### src/fvr_regs.svh
// Register offsets, field positions, reset values and codes of the sequencer
`ifndef FVR_REGS_SVH
`define FVR_REGS_SVH

`define FVR_STAT_OFS     8'h00
`define FVR_INDEX_OFS    8'h04
`define FVR_WORD_OFS     8'h08
`define FVR_CFG_OFS      8'h0C
`define FVR_PROT_LO_OFS  8'h10
`define FVR_PROT_HI_OFS  8'h14

`define FVR_COMMAND_COMPLETE_FLAG_BIT     7
`define FVR_ACCESS_ERROR_FLAG_BIT   5
`define FVR_PROTECTION_VIOLATION_FLAG_BIT   4
`define FVR_ERR_BIT      1
`define FVR_UNCORR_BIT   0

`define FVR_CFG_EV_BIT   0
`define FVR_CFG_RO_BIT   1
`define FVR_CFG_PG_BIT   2
`define FVR_CFG_PEN_BIT  3
`define FVR_CFG_RST      4'h7

`define FVR_CMD_EVSEC    8'h03
`define FVR_CMD_RDONCE   8'h04
`define FVR_CMD_PGM      8'h06
`define FVR_IX_EVSEC     3'h2
`define FVR_IX_RDONCE    3'h1
`define FVR_IX_PGM       3'h5

`define FVR_PF_FIRST     24'hFE0000
`define FVR_PF_END       25'h1000000
`define FVR_ONCE_MAX     16'h0007
`define FVR_ERASED       64'hFFFF_FFFF_FFFF_FFFF
`define FVR_WORDS        6

`endif

### src/fvr_pkg.sv
// Types shared by the sequencer and its parameter word bank
package fvr_pkg;

  typedef enum logic [2:0] {
    FVR_IDLE  = 3'b000,
    FVR_CHECK = 3'b001,
    FVR_EV_RD = 3'b010,
    FVR_RO_RD = 3'b011,
    FVR_PG_WR = 3'b100,
    FVR_PG_VF = 3'b101,
    FVR_DONE  = 3'b110
  } fvr_state_t;

  typedef enum logic [1:0] {
    FVR_OP_READ  = 2'b00,
    FVR_OP_ONCE  = 2'b01,
    FVR_OP_PROG  = 2'b10
  } fvr_op_t;

  typedef logic [15:0] fvr_word_t;

endpackage

### src/fvr_param_if.sv
// Parameter word bank access between sequencer and bank
`timescale 1ns/1ps
interface fvr_param_if;
  import fvr_pkg::*;
  logic      sw_we;
  logic [2:0] sw_idx;
  fvr_word_t sw_wdata;
  logic      hw_we;
  logic [2:0] hw_idx;
  fvr_word_t hw_wdata;
  fvr_word_t words [0:5];

  modport bank (input sw_we, sw_idx, sw_wdata, hw_we, hw_idx, hw_wdata,
                output words);
  modport ctrl (output sw_we, sw_idx, sw_wdata, hw_we, hw_idx, hw_wdata,
                input words);
endinterface

### src/fvr_sequencer.sv
// Erase-verify section, read-once and phrase program command sequencer
`timescale 1ns/1ps
`include "fvr_regs.svh"

module fvr_sequencer
  import fvr_pkg::*;
(
  // Clock and reset
  input  wire logic        ref_clk,
  input  wire logic        rst_n,
  // APB slave
  input  wire logic        psel,
  input  wire logic        penable,
  input  wire logic        pwrite,
  input  wire logic [7:0]  paddr,
  input  wire logic [31:0] pwdata,
  output logic [31:0]      prdata,
  output logic             pready,
  output logic             pslverr,
  // Flash array port
  output logic             arr_req,
  output fvr_op_t          arr_op,
  output logic [23:0]      arr_addr,
  output logic [63:0]      arr_wdata,
  input  wire logic        arr_ack,
  input  wire logic [63:0] arr_rdata,
  input  wire logic        arr_rd_err,
  input  wire logic        arr_rd_noncorr,
  // Program flash read guard
  output logic             pflash_read_invalid
);

  fvr_param_if pif ();

  fvr_param_bank u_bank (
    .ref_clk (ref_clk),
    .rst_n   (rst_n),
    .pif     (pif)
  );

  fvr_state_t  state_reg;
  logic        command_complete_flag;
  logic        access_error_flag;
  logic        protection_violation_flag;
  logic        error_status_bit;
  logic        uncorrectable_status_bit;
  logic [2:0]  parameter_word_index;
  logic [2:0]  launch_index_reg;
  logic [3:0]  cfg_reg;
  logic [17:0] prot_lo_reg;
  logic [17:0] prot_hi_reg;
  logic [15:0] remain_reg;
  logic [63:0] pg_data_reg;

  logic        acc_setup;
  logic        acc_access;
  logic        wr_en;
  logic        mapped;
  logic        launch;
  logic        clr_acc;
  logic        clr_fpv;
  logic [7:0]  cmd_code;
  logic [23:0] gaddr;
  logic [24:0] sec_end;
  logic        chk_acc;
  logic        chk_fpv;
  logic        addr_bad;
  logic        set_err;
  logic        set_unc;
  logic        rd_done;

  // APB decode; the slave never inserts wait states
  assign acc_setup  = psel && !penable;
  assign acc_access = psel && penable;
  assign pready     = 1'b1;
  assign mapped     = paddr == `FVR_STAT_OFS || paddr == `FVR_INDEX_OFS ||
                      paddr == `FVR_WORD_OFS || paddr == `FVR_CFG_OFS ||
                      paddr == `FVR_PROT_LO_OFS || paddr == `FVR_PROT_HI_OFS;
  assign pslverr    = acc_access && !mapped;
  assign wr_en      = acc_access && pwrite && mapped;

  assign launch  = wr_en && paddr == `FVR_STAT_OFS &&
                   pwdata[`FVR_COMMAND_COMPLETE_FLAG_BIT] && command_complete_flag;
  assign clr_acc = wr_en && paddr == `FVR_STAT_OFS &&
                   pwdata[`FVR_ACCESS_ERROR_FLAG_BIT];
  assign clr_fpv = wr_en && paddr == `FVR_STAT_OFS &&
                   pwdata[`FVR_PROTECTION_VIOLATION_FLAG_BIT];

  // Parameter words frozen to software writes while a command runs
  assign pif.sw_we    = wr_en && paddr == `FVR_WORD_OFS &&
                        command_complete_flag &&
                        parameter_word_index < 3'(`FVR_WORDS);
  assign pif.sw_idx   = parameter_word_index;
  assign pif.sw_wdata = pwdata[15:0];

  assign cmd_code = pif.words[0][15:8];
  assign gaddr    = {pif.words[0][7:0], pif.words[1]};
  // last byte of section plus one
  assign sec_end  = {1'b0, gaddr} + {6'h00, pif.words[2], 3'b000};
  assign addr_bad = gaddr < `FVR_PF_FIRST;

  // Launch-time checks
  always_comb begin
    chk_acc = 1'b0;
    chk_fpv = 1'b0;
    unique case (cmd_code)
      `FVR_CMD_EVSEC: begin
        if (launch_index_reg != `FVR_IX_EVSEC) chk_acc = 1'b1;
        if (!cfg_reg[`FVR_CFG_EV_BIT]) chk_acc = 1'b1;
        if (addr_bad) chk_acc = 1'b1;
        if (gaddr[2:0] != 3'b000) chk_acc = 1'b1;
        if (sec_end > `FVR_PF_END) chk_acc = 1'b1;
      end
      `FVR_CMD_RDONCE: begin
        if (launch_index_reg != `FVR_IX_RDONCE) chk_acc = 1'b1;
        if (!cfg_reg[`FVR_CFG_RO_BIT]) chk_acc = 1'b1;
        if (pif.words[1] > `FVR_ONCE_MAX) chk_acc = 1'b1;
      end
      `FVR_CMD_PGM: begin
        if (launch_index_reg != `FVR_IX_PGM) chk_acc = 1'b1;
        if (!cfg_reg[`FVR_CFG_PG_BIT]) chk_acc = 1'b1;
        if (addr_bad) chk_acc = 1'b1;
        if (gaddr[2:0] != 3'b000) chk_acc = 1'b1;
        if (cfg_reg[`FVR_CFG_PEN_BIT] && gaddr[17:0] >= prot_lo_reg &&
            gaddr[17:0] <= prot_hi_reg) chk_fpv = 1'b1;
      end
      default: begin
        // Unknown command codes are refused as well
        chk_acc = 1'b1;
      end
    endcase
  end

  assign rd_done = arr_req && arr_ack;
  always_comb begin
    set_err = 1'b0;
    set_unc = 1'b0;
    if (rd_done) begin
      unique case (state_reg)
        FVR_EV_RD: begin
          set_err = arr_rd_err || arr_rdata != `FVR_ERASED;
          set_unc = arr_rd_noncorr || arr_rdata != `FVR_ERASED;
        end
        FVR_RO_RD: begin
          set_err = arr_rd_err;
          set_unc = arr_rd_noncorr;
        end
        FVR_PG_VF: begin
          // Mismatch is treated as an uncorrectable verify error
          set_err = arr_rd_err || arr_rdata != pg_data_reg;
          set_unc = arr_rd_noncorr || arr_rdata != pg_data_reg;
        end
        default: begin
          set_err = 1'b0;
          set_unc = 1'b0;
        end
      endcase
    end
  end

  // Sequencer state
  always_ff @(posedge ref_clk) begin
    if (!rst_n) begin
      state_reg <= FVR_IDLE;
    end else begin
      unique case (state_reg)
        FVR_IDLE:  if (launch) state_reg <= FVR_CHECK;
        FVR_CHECK: begin
          if (chk_acc || chk_fpv) state_reg <= FVR_DONE;
          else if (cmd_code == `FVR_CMD_RDONCE) state_reg <= FVR_RO_RD;
          else if (cmd_code == `FVR_CMD_PGM) state_reg <= FVR_PG_WR;
          else if (pif.words[2] == 16'h0000) state_reg <= FVR_DONE;
          else state_reg <= FVR_EV_RD;
        end
        FVR_EV_RD: begin
          if (rd_done && remain_reg == 16'h0001) state_reg <= FVR_DONE;
        end
        FVR_RO_RD: if (rd_done) state_reg <= FVR_DONE;
        FVR_PG_WR: if (rd_done) state_reg <= FVR_PG_VF;
        FVR_PG_VF: if (rd_done) state_reg <= FVR_DONE;
        FVR_DONE:  state_reg <= FVR_IDLE;
        default:   state_reg <= FVR_IDLE;
      endcase
    end
  end

  // Completion flag
  always_ff @(posedge ref_clk) begin
    if (!rst_n) begin
      command_complete_flag <= 1'b1;
    end else if (launch) begin
      command_complete_flag <= 1'b0;
    end else if (state_reg == FVR_DONE) begin
      command_complete_flag <= 1'b1;
    end
  end

  // Error flags; a hardware set wins over a software clear
  always_ff @(posedge ref_clk) begin
    if (!rst_n) begin
      access_error_flag         <= 1'b0;
      protection_violation_flag <= 1'b0;
    end else begin
      access_error_flag <= (access_error_flag && !clr_acc) ||
                           (state_reg == FVR_CHECK && chk_acc);
      protection_violation_flag <= (protection_violation_flag && !clr_fpv) ||
                                   (state_reg == FVR_CHECK && chk_fpv);
    end
  end

  // Result bits, cleared at each launch
  always_ff @(posedge ref_clk) begin
    if (!rst_n) begin
      error_status_bit         <= 1'b0;
      uncorrectable_status_bit <= 1'b0;
    end else if (launch) begin
      error_status_bit         <= 1'b0;
      uncorrectable_status_bit <= 1'b0;
    end else begin
      if (set_err) error_status_bit <= 1'b1;
      if (set_unc) uncorrectable_status_bit <= 1'b1;
    end
  end

  // Software registers
  always_ff @(posedge ref_clk) begin
    if (!rst_n) begin
      parameter_word_index <= 3'h0;
      cfg_reg              <= `FVR_CFG_RST;
      prot_lo_reg          <= 18'h00000;
      prot_hi_reg          <= 18'h00000;
    end else if (wr_en && command_complete_flag) begin
      if (paddr == `FVR_INDEX_OFS) parameter_word_index <= pwdata[2:0];
      if (paddr == `FVR_CFG_OFS) cfg_reg <= pwdata[3:0];
      if (paddr == `FVR_PROT_LO_OFS) prot_lo_reg <= pwdata[17:0];
      if (paddr == `FVR_PROT_HI_OFS) prot_hi_reg <= pwdata[17:0];
    end
  end

  // Index as it stood at launch
  always_ff @(posedge ref_clk) begin
    if (!rst_n) begin
      launch_index_reg <= 3'h0;
    end else if (launch) begin
      launch_index_reg <= parameter_word_index;
    end
  end

  // Array request, address and data
  always_ff @(posedge ref_clk) begin
    if (!rst_n) begin
      arr_req     <= 1'b0;
      arr_op      <= FVR_OP_READ;
      arr_addr    <= 24'h000000;
      arr_wdata   <= 64'h0000_0000_0000_0000;
      pg_data_reg <= 64'h0000_0000_0000_0000;
      remain_reg  <= 16'h0000;
    end else if (state_reg == FVR_CHECK && !chk_acc && !chk_fpv) begin
      remain_reg  <= pif.words[2];
      pg_data_reg <= {pif.words[2], pif.words[3],
                      pif.words[4], pif.words[5]};
      arr_wdata   <= {pif.words[2], pif.words[3],
                      pif.words[4], pif.words[5]};
      if (cmd_code == `FVR_CMD_RDONCE) begin
        arr_op   <= FVR_OP_ONCE;
        arr_addr <= {18'h00000, pif.words[1][2:0], 3'b000};
        arr_req  <= 1'b1;
      end else if (cmd_code == `FVR_CMD_PGM) begin
        arr_op   <= FVR_OP_PROG;
        arr_addr <= gaddr;
        arr_req  <= 1'b1;
      end else begin
        arr_op   <= FVR_OP_READ;
        arr_addr <= gaddr;
        arr_req  <= pif.words[2] != 16'h0000;
      end
    end else if (rd_done) begin
      unique case (state_reg)
        FVR_EV_RD: begin
          remain_reg <= remain_reg - 16'h0001;
          arr_addr   <= arr_addr + 24'h000008;
          arr_req    <= remain_reg != 16'h0001;
        end
        FVR_PG_WR: begin
          arr_op  <= FVR_OP_READ;
          arr_req <= 1'b1;
        end
        default: arr_req <= 1'b0;
      endcase
    end
  end

  // once-phrase into words 2 to 5
  logic [1:0] ro_slot;
  always_comb begin
    ro_slot = 2'd0;
    if (arr_req && arr_ack && state_reg == FVR_RO_RD) ro_slot = 2'd0;
  end

  logic       ro_wb_reg;
  logic [2:0] ro_wb_idx;
  logic [63:0] ro_data_reg;
  always_ff @(posedge ref_clk) begin
    if (!rst_n) begin
      ro_wb_reg   <= 1'b0;
      ro_wb_idx   <= 3'h2;
      ro_data_reg <= 64'h0000_0000_0000_0000;
    end else if (state_reg == FVR_RO_RD && rd_done) begin
      ro_wb_reg   <= 1'b1;
      ro_wb_idx   <= 3'h2;
      ro_data_reg <= arr_rdata;
    end else if (ro_wb_reg) begin
      // One word per cycle keeps the bank single-ported
      ro_data_reg <= {ro_data_reg[47:0], 16'h0000};
      ro_wb_idx   <= ro_wb_idx + 3'h1;
      ro_wb_reg   <= ro_wb_idx != 3'h5;
    end
  end

  assign pif.hw_we    = ro_wb_reg;
  assign pif.hw_idx   = ro_wb_idx;
  assign pif.hw_wdata = ro_data_reg[63:48];

  // flash contents unusable while reading once
  always_ff @(posedge ref_clk) begin
    if (!rst_n) begin
      pflash_read_invalid <= 1'b0;
    end else begin
      pflash_read_invalid <= state_reg == FVR_RO_RD && !rd_done;
    end
  end

  // Read data registered in the setup phase
  always_ff @(posedge ref_clk) begin
    if (!rst_n) begin
      prdata <= 32'h0000_0000;
    end else if (acc_setup && !pwrite) begin
      prdata <= 32'h0000_0000;
      unique case (paddr)
        `FVR_STAT_OFS: begin
          prdata[`FVR_COMMAND_COMPLETE_FLAG_BIT]   <= command_complete_flag;
          prdata[`FVR_ACCESS_ERROR_FLAG_BIT] <= access_error_flag;
          prdata[`FVR_PROTECTION_VIOLATION_FLAG_BIT] <= protection_violation_flag;
          prdata[`FVR_ERR_BIT]    <= error_status_bit;
          prdata[`FVR_UNCORR_BIT] <= uncorrectable_status_bit;
        end
        `FVR_INDEX_OFS: prdata[2:0] <= parameter_word_index;
        `FVR_WORD_OFS: begin
          if (parameter_word_index < 3'(`FVR_WORDS))
            prdata[15:0] <= pif.words[parameter_word_index];
        end
        `FVR_CFG_OFS:     prdata[3:0]  <= cfg_reg;
        `FVR_PROT_LO_OFS: prdata[17:0] <= prot_lo_reg;
        `FVR_PROT_HI_OFS: prdata[17:0] <= prot_hi_reg;
        default:          prdata <= 32'h0000_0000;
      endcase
    end
  end

endmodule

### src/fvr_param_bank.sv
// Six 16-bit command parameter words, written by software or sequencer
`timescale 1ns/1ps
`include "fvr_regs.svh"
module fvr_param_bank
  import fvr_pkg::*;
(
  // Clock and reset
  input wire logic ref_clk,
  input wire logic rst_n,
  // Word access
  fvr_param_if.bank pif
);

  for (genvar i = 0; i < `FVR_WORDS; i++) begin : g_word
    always_ff @(posedge ref_clk) begin
      if (!rst_n) begin
        pif.words[i] <= 16'h0000;
      end else if (pif.hw_we && pif.hw_idx == 3'(i)) begin
        // Sequencer results take priority over a stray software write
        pif.words[i] <= pif.hw_wdata;
      end else if (pif.sw_we && pif.sw_idx == 3'(i)) begin
        pif.words[i] <= pif.sw_wdata;
      end
    end
  end

endmodule

### config.mk
export PLATFORM = sky130hd
export DESIGN_NAME = fvr_sequencer
export DESIGN_NICKNAME = d
export VERILOG_FILES = /design/src/fvr_pkg.sv /design/src/fvr_param_if.sv /design/src/fvr_sequencer.sv /design/src/fvr_param_bank.sv
export VERILOG_INCLUDE_DIRS = /design/src
export SDC_FILE = /design/constraint.sdc
export NUM_CORES = 1
export LEC_CHECK = 0
export ABC_AREA = 1
export ABC_CLOCK_PERIOD_IN_PS = 3700
export BUFFER_PORTS_ARGS = -buffer_cell sky130_fd_sc_hd__buf_2
export CAP_MARGIN = 10
export CELL_PAD_IN_SITES_DETAIL_PLACEMENT = 2
export CELL_PAD_IN_SITES_GLOBAL_PLACEMENT = 2
export CORE_MARGIN = 1.5
export CORE_UTILIZATION = 33
export DETAILED_ROUTE_END_ITERATION = 6
export PLACE_DENSITY = 0.91
export SYNTH_ARGS = -nofsm -noshare
export SYNTH_HDL_FRONTEND = slang
export SYNTH_HIERARCHICAL = 1
export SYNTH_SLANG_ARGS = --single-unit
### constraint.sdc
create_clock -name ref_clk -period 3.7 [get_ports ref_clk]
set_clock_uncertainty 0.15 [all_clocks]
set_input_delay 0.555 -clock ref_clk [delete_from_list [all_inputs] [get_ports ref_clk]]
set_output_delay 0.555 -clock ref_clk [all_outputs]
set_load 0.005 [all_outputs]
==> flow_summary_export.csv <==
group,metric,value,unit
final_layout,fillers,7022,
sta,setup_viol,1,
grt,grt_max_degree,85,
drt,wirelength,115000,um
clock_tree,clockBufferDepth,3,
pwr,leakagePower,9.99,nW
floorplanning,rows,89,
setup_path,reg2reg_depth,15,
flow_run,max-cap-violations,0,
pwr,pwr-share-seq,44.1,%
setup_path,endpoint_kind,"register",
setup_path,required,4.02,ns
sta,maxSlewHeadroom,12.6,%
sta,whs,0.102,ns
pwr,irDropWorstVdd,0.000307,V
grt,antenna_found_initial,7,
setup_path,start_kind,"register",
setup_path,critical_path_class,"register to register",
logic_synthesis,synth-edff-count,0,
drt,wl_per_cell,28.9,um
logic_synthesis,ys_async_sr_fraction,0,%
place,port_buffers,208,
min_path,hold_start,"arr_rdata[13]",
drt,vias_per_cell,5.96,
place,dp_hpwl,80200,um
drt,drc_errors,16,
final_layout,largest_reg_flops,96,
status,violations,"DRC, setup timing",
sta,worstMarginPinSlew,1.30,ns
floorplanning,fp.dieH,248,um
logic_synthesis,synth_seq_cells,344,
pwr,combPwrFrac,4.4,%
pwr,internal_power,6.30,mW
drt,ant_nets,0,
logic_synthesis,syn-instance-count,2967,
pwr,power.switching,2.13,mW
floorplanning,die_area,61400,um2
sta,drv_slew,0,
setup_path,timing.rr.start,"u_bank/pif.words[73]",
clock_tree,cts-buffers-inserted,42,
clock_tree,clock_sinks,344,
logic_synthesis,syn_area,19800,um2
logic_synthesis,avgSynthCellArea,6.67,um2
logic_synthesis,ys_types,56,
min_path,hold_end,"ro_data_reg[13]",
floorplanning,ios,238,
drt,firstDrtPassIters,7,
floorplanning,initial_core_util,33.5,%
sta,period_share,100,%
clock_tree,worstSkewPairLatency,0.58,ns
setup_path,arrival,4.04,ns
clock_tree,h-tree-depth,2,
grt,track_usage,35.3,%
floorplanning,core-area,59100,um2
floorplanning,die_w,248,um
sta,hold_viol,0,
setup_path,regToRegSetupSlack,-0.02,ns
clock_tree,cts_tree,"done",
pwr,p_clk_share,51.5,%
final_layout,register_area,6900,um2
final_layout,final_layout_size_suffix_gt1_share,13.8,%
final_layout,final_cell_mix,"679 x nand2_1, 391 x nand3_1, 338 x dfxtp_1",
setup_path,path_max_fanout,9,
status,run_status,"finished with violations",
grt,grt-ovfl-total,0,
grt,grt_pass1_vias,24946,
min_path,min_path_type,"primary input to register",
clock_tree,clkTransAtPathRegs,0.07,ns
setup_path,r2r_end,"arr_addr[16]",
place,placed_cells,3880,
logic_synthesis,yosysWarningCount,6,
logic_synthesis,synth-main-ff-cell,"dfxtp_1",
pwr,p_per_area,361,nW/um2
logic_synthesis,ys_seq_area_share,34.8,%
drt,vias,23608,
final_layout,layout_commonest_cell,"nand2_1",
final_layout,multi_input_area,10900,um2
pwr,swShare,25.3,%
final_layout,area_delta_synth_final,18.1,%
sta,fin_crit,3.72,ns
final_layout,finalNonFillerCells,3964,
drt,drt-initial-drc-count,2250,
sta,fmax,269,MHz
place,gp_congestion,1.04,
sta,fin_ws,-0.0182,ns
grt,grt_first_pass_wirelength,162000,um
final_layout,nets,3331,
min_path,holdPathStages,3,
clock_tree,cts-root-buf,"clkbuf_16",
[stage by stage]
stage	power (mW)	area (um2)	setup TNS, ns	util, %	setup slack, ns
final	8.43	23400	-0.0182	39.5	-0.0182
after global routing	8.57	23400	-4.73	39.5	-0.188
after CTS	8.40	23100	0	39.1	0.0546
after detailed placement	4.15	21800	-4.35	36.8	-0.227
after global placement	4.13	21800	0	36.8	0.0971
after floorplan	3.96	19800	0	-	0.758
[power groups by stage]
stage / logic (mW) / registers, mW / clock network, mW
floorplan: 0.160 / 3.80 / 0
global placement: 0.330 / 3.80 / 0
detailed placement: 0.346 / 3.80 / 0
CTS: 0.356 / 3.72 / 4.33
global route: 0.385 / 3.71 / 4.47
finish: 0.370 / 3.72 / 4.34
[synthesized netlist by cell type (all sizes together) (5+ instances only)]
cell,count,share of area (%)
a31oi,59,1.9
nand2,696,14
clkbuf,111,2.1
inv,345,6.5
o211ai,14,0.58
a2111oi,7,0.31
ha,57,3.6
mux2i,7,0.35
nand3,391,9.9
buf,64,2.2
xor2,44,1.9
nor4,23,0.80
a221oi,5,0.22
a21oi,303,7.7
o21ai,181,4.6
nor3,27,0.71
a211oi,5,0.25
o22ai,5,0.16
dfxtp,344,35
xnor2,38,1.7
nand4,45,1.6
nor2,162,3.3
[critical path, stage by stage (launching register included)]
cell     delay, ns
dfxtp_1       0.37
buf_4         0.21
ha_1          0.35
nand4_1       0.22
nor4_1        0.32
nand2_1       0.11
o21ai_0       0.24
buf_4         0.20
nand4_1       0.26
nand4_4       0.33
nand2_4       0.12
buf_12        0.18
o21ai_0       0.32
inv_1         0.09
nand2_1       0.08
inv_1         0.04
[worst max path at each step]
stage | slack (ns) | cells past startpoint | startpoint | to
3_5_place_dp | -0.23 | 18 | paddr[7] | u_bank/pif.words[94]
2_1_floorplan | 0.76 | 22 | u_bank/pif.words[67] | pg_data_reg[16]
5_1_grt | -0.19 | 25 | u_bank/pif.words[67] | arr_addr[9]
6_report | -0.02 | 15 | u_bank/pif.words[73] | arr_addr[16]
4_1_cts | 0.05 | 23 | u_bank/pif.words[67] | arr_addr[19]
3_3_place_gp | 0.1 | 18 | paddr[7] | u_bank/pif.words[91]
[routing by layer]
| metal | global-route usage, % | wire [um] | part of all wire (%) | vias to the layer above |
|---|---|---|---|---|
| met2 | 56.9 | 52600 | 46 | 1172 |
| met5 | 0 | 46 | 0.040 | - |
| met1 | 43.4 | 45900 | 40 | 11857 |
| met3 | 6.43 | 8140 | 7.1 | 388 |
| li1 | - | - | - | 10185 |
| met4 | 22.1 | 7830 | 6.8 | 6 |
[layout make-up]
class / instances / share of cell area (%)
clock buffer: 63 / 5.40
sequential: 344 / 29.5
clock inverter: 10 / 0.461
inverter: 347 / 5.61
timing repair buffer: 312 / 8.32
multi-input combinational: 2114 / 46.5
antenna: 1 / 0.0107
tap: 773 / 4.14
[cell families (layout without fill, tap and decap cells)]
logic type	after synthesis	count (layout)	synth area share [%]
compound gates	595	595	16.3
xor+xnor	82	82	3.63
fa+ha+maj	58	58	3.71
buf+inv	522	732	10.9
flops	344	344	34.8
mux	7	7	0.354
other cells	2	16	0.0380
simple gates	1357	1357	30.3
[repair_timing]
action / 4_1_cts / 5_1_grt
hold buffers: 0 / 0
resized for setup: 1 / 34
setup buffers: 0 / 6
endpoints found under the setup margin: 1 / 121
cloned: 0 / 3
pin swaps: 0 / 10
(Power assumes the default switching activity.)
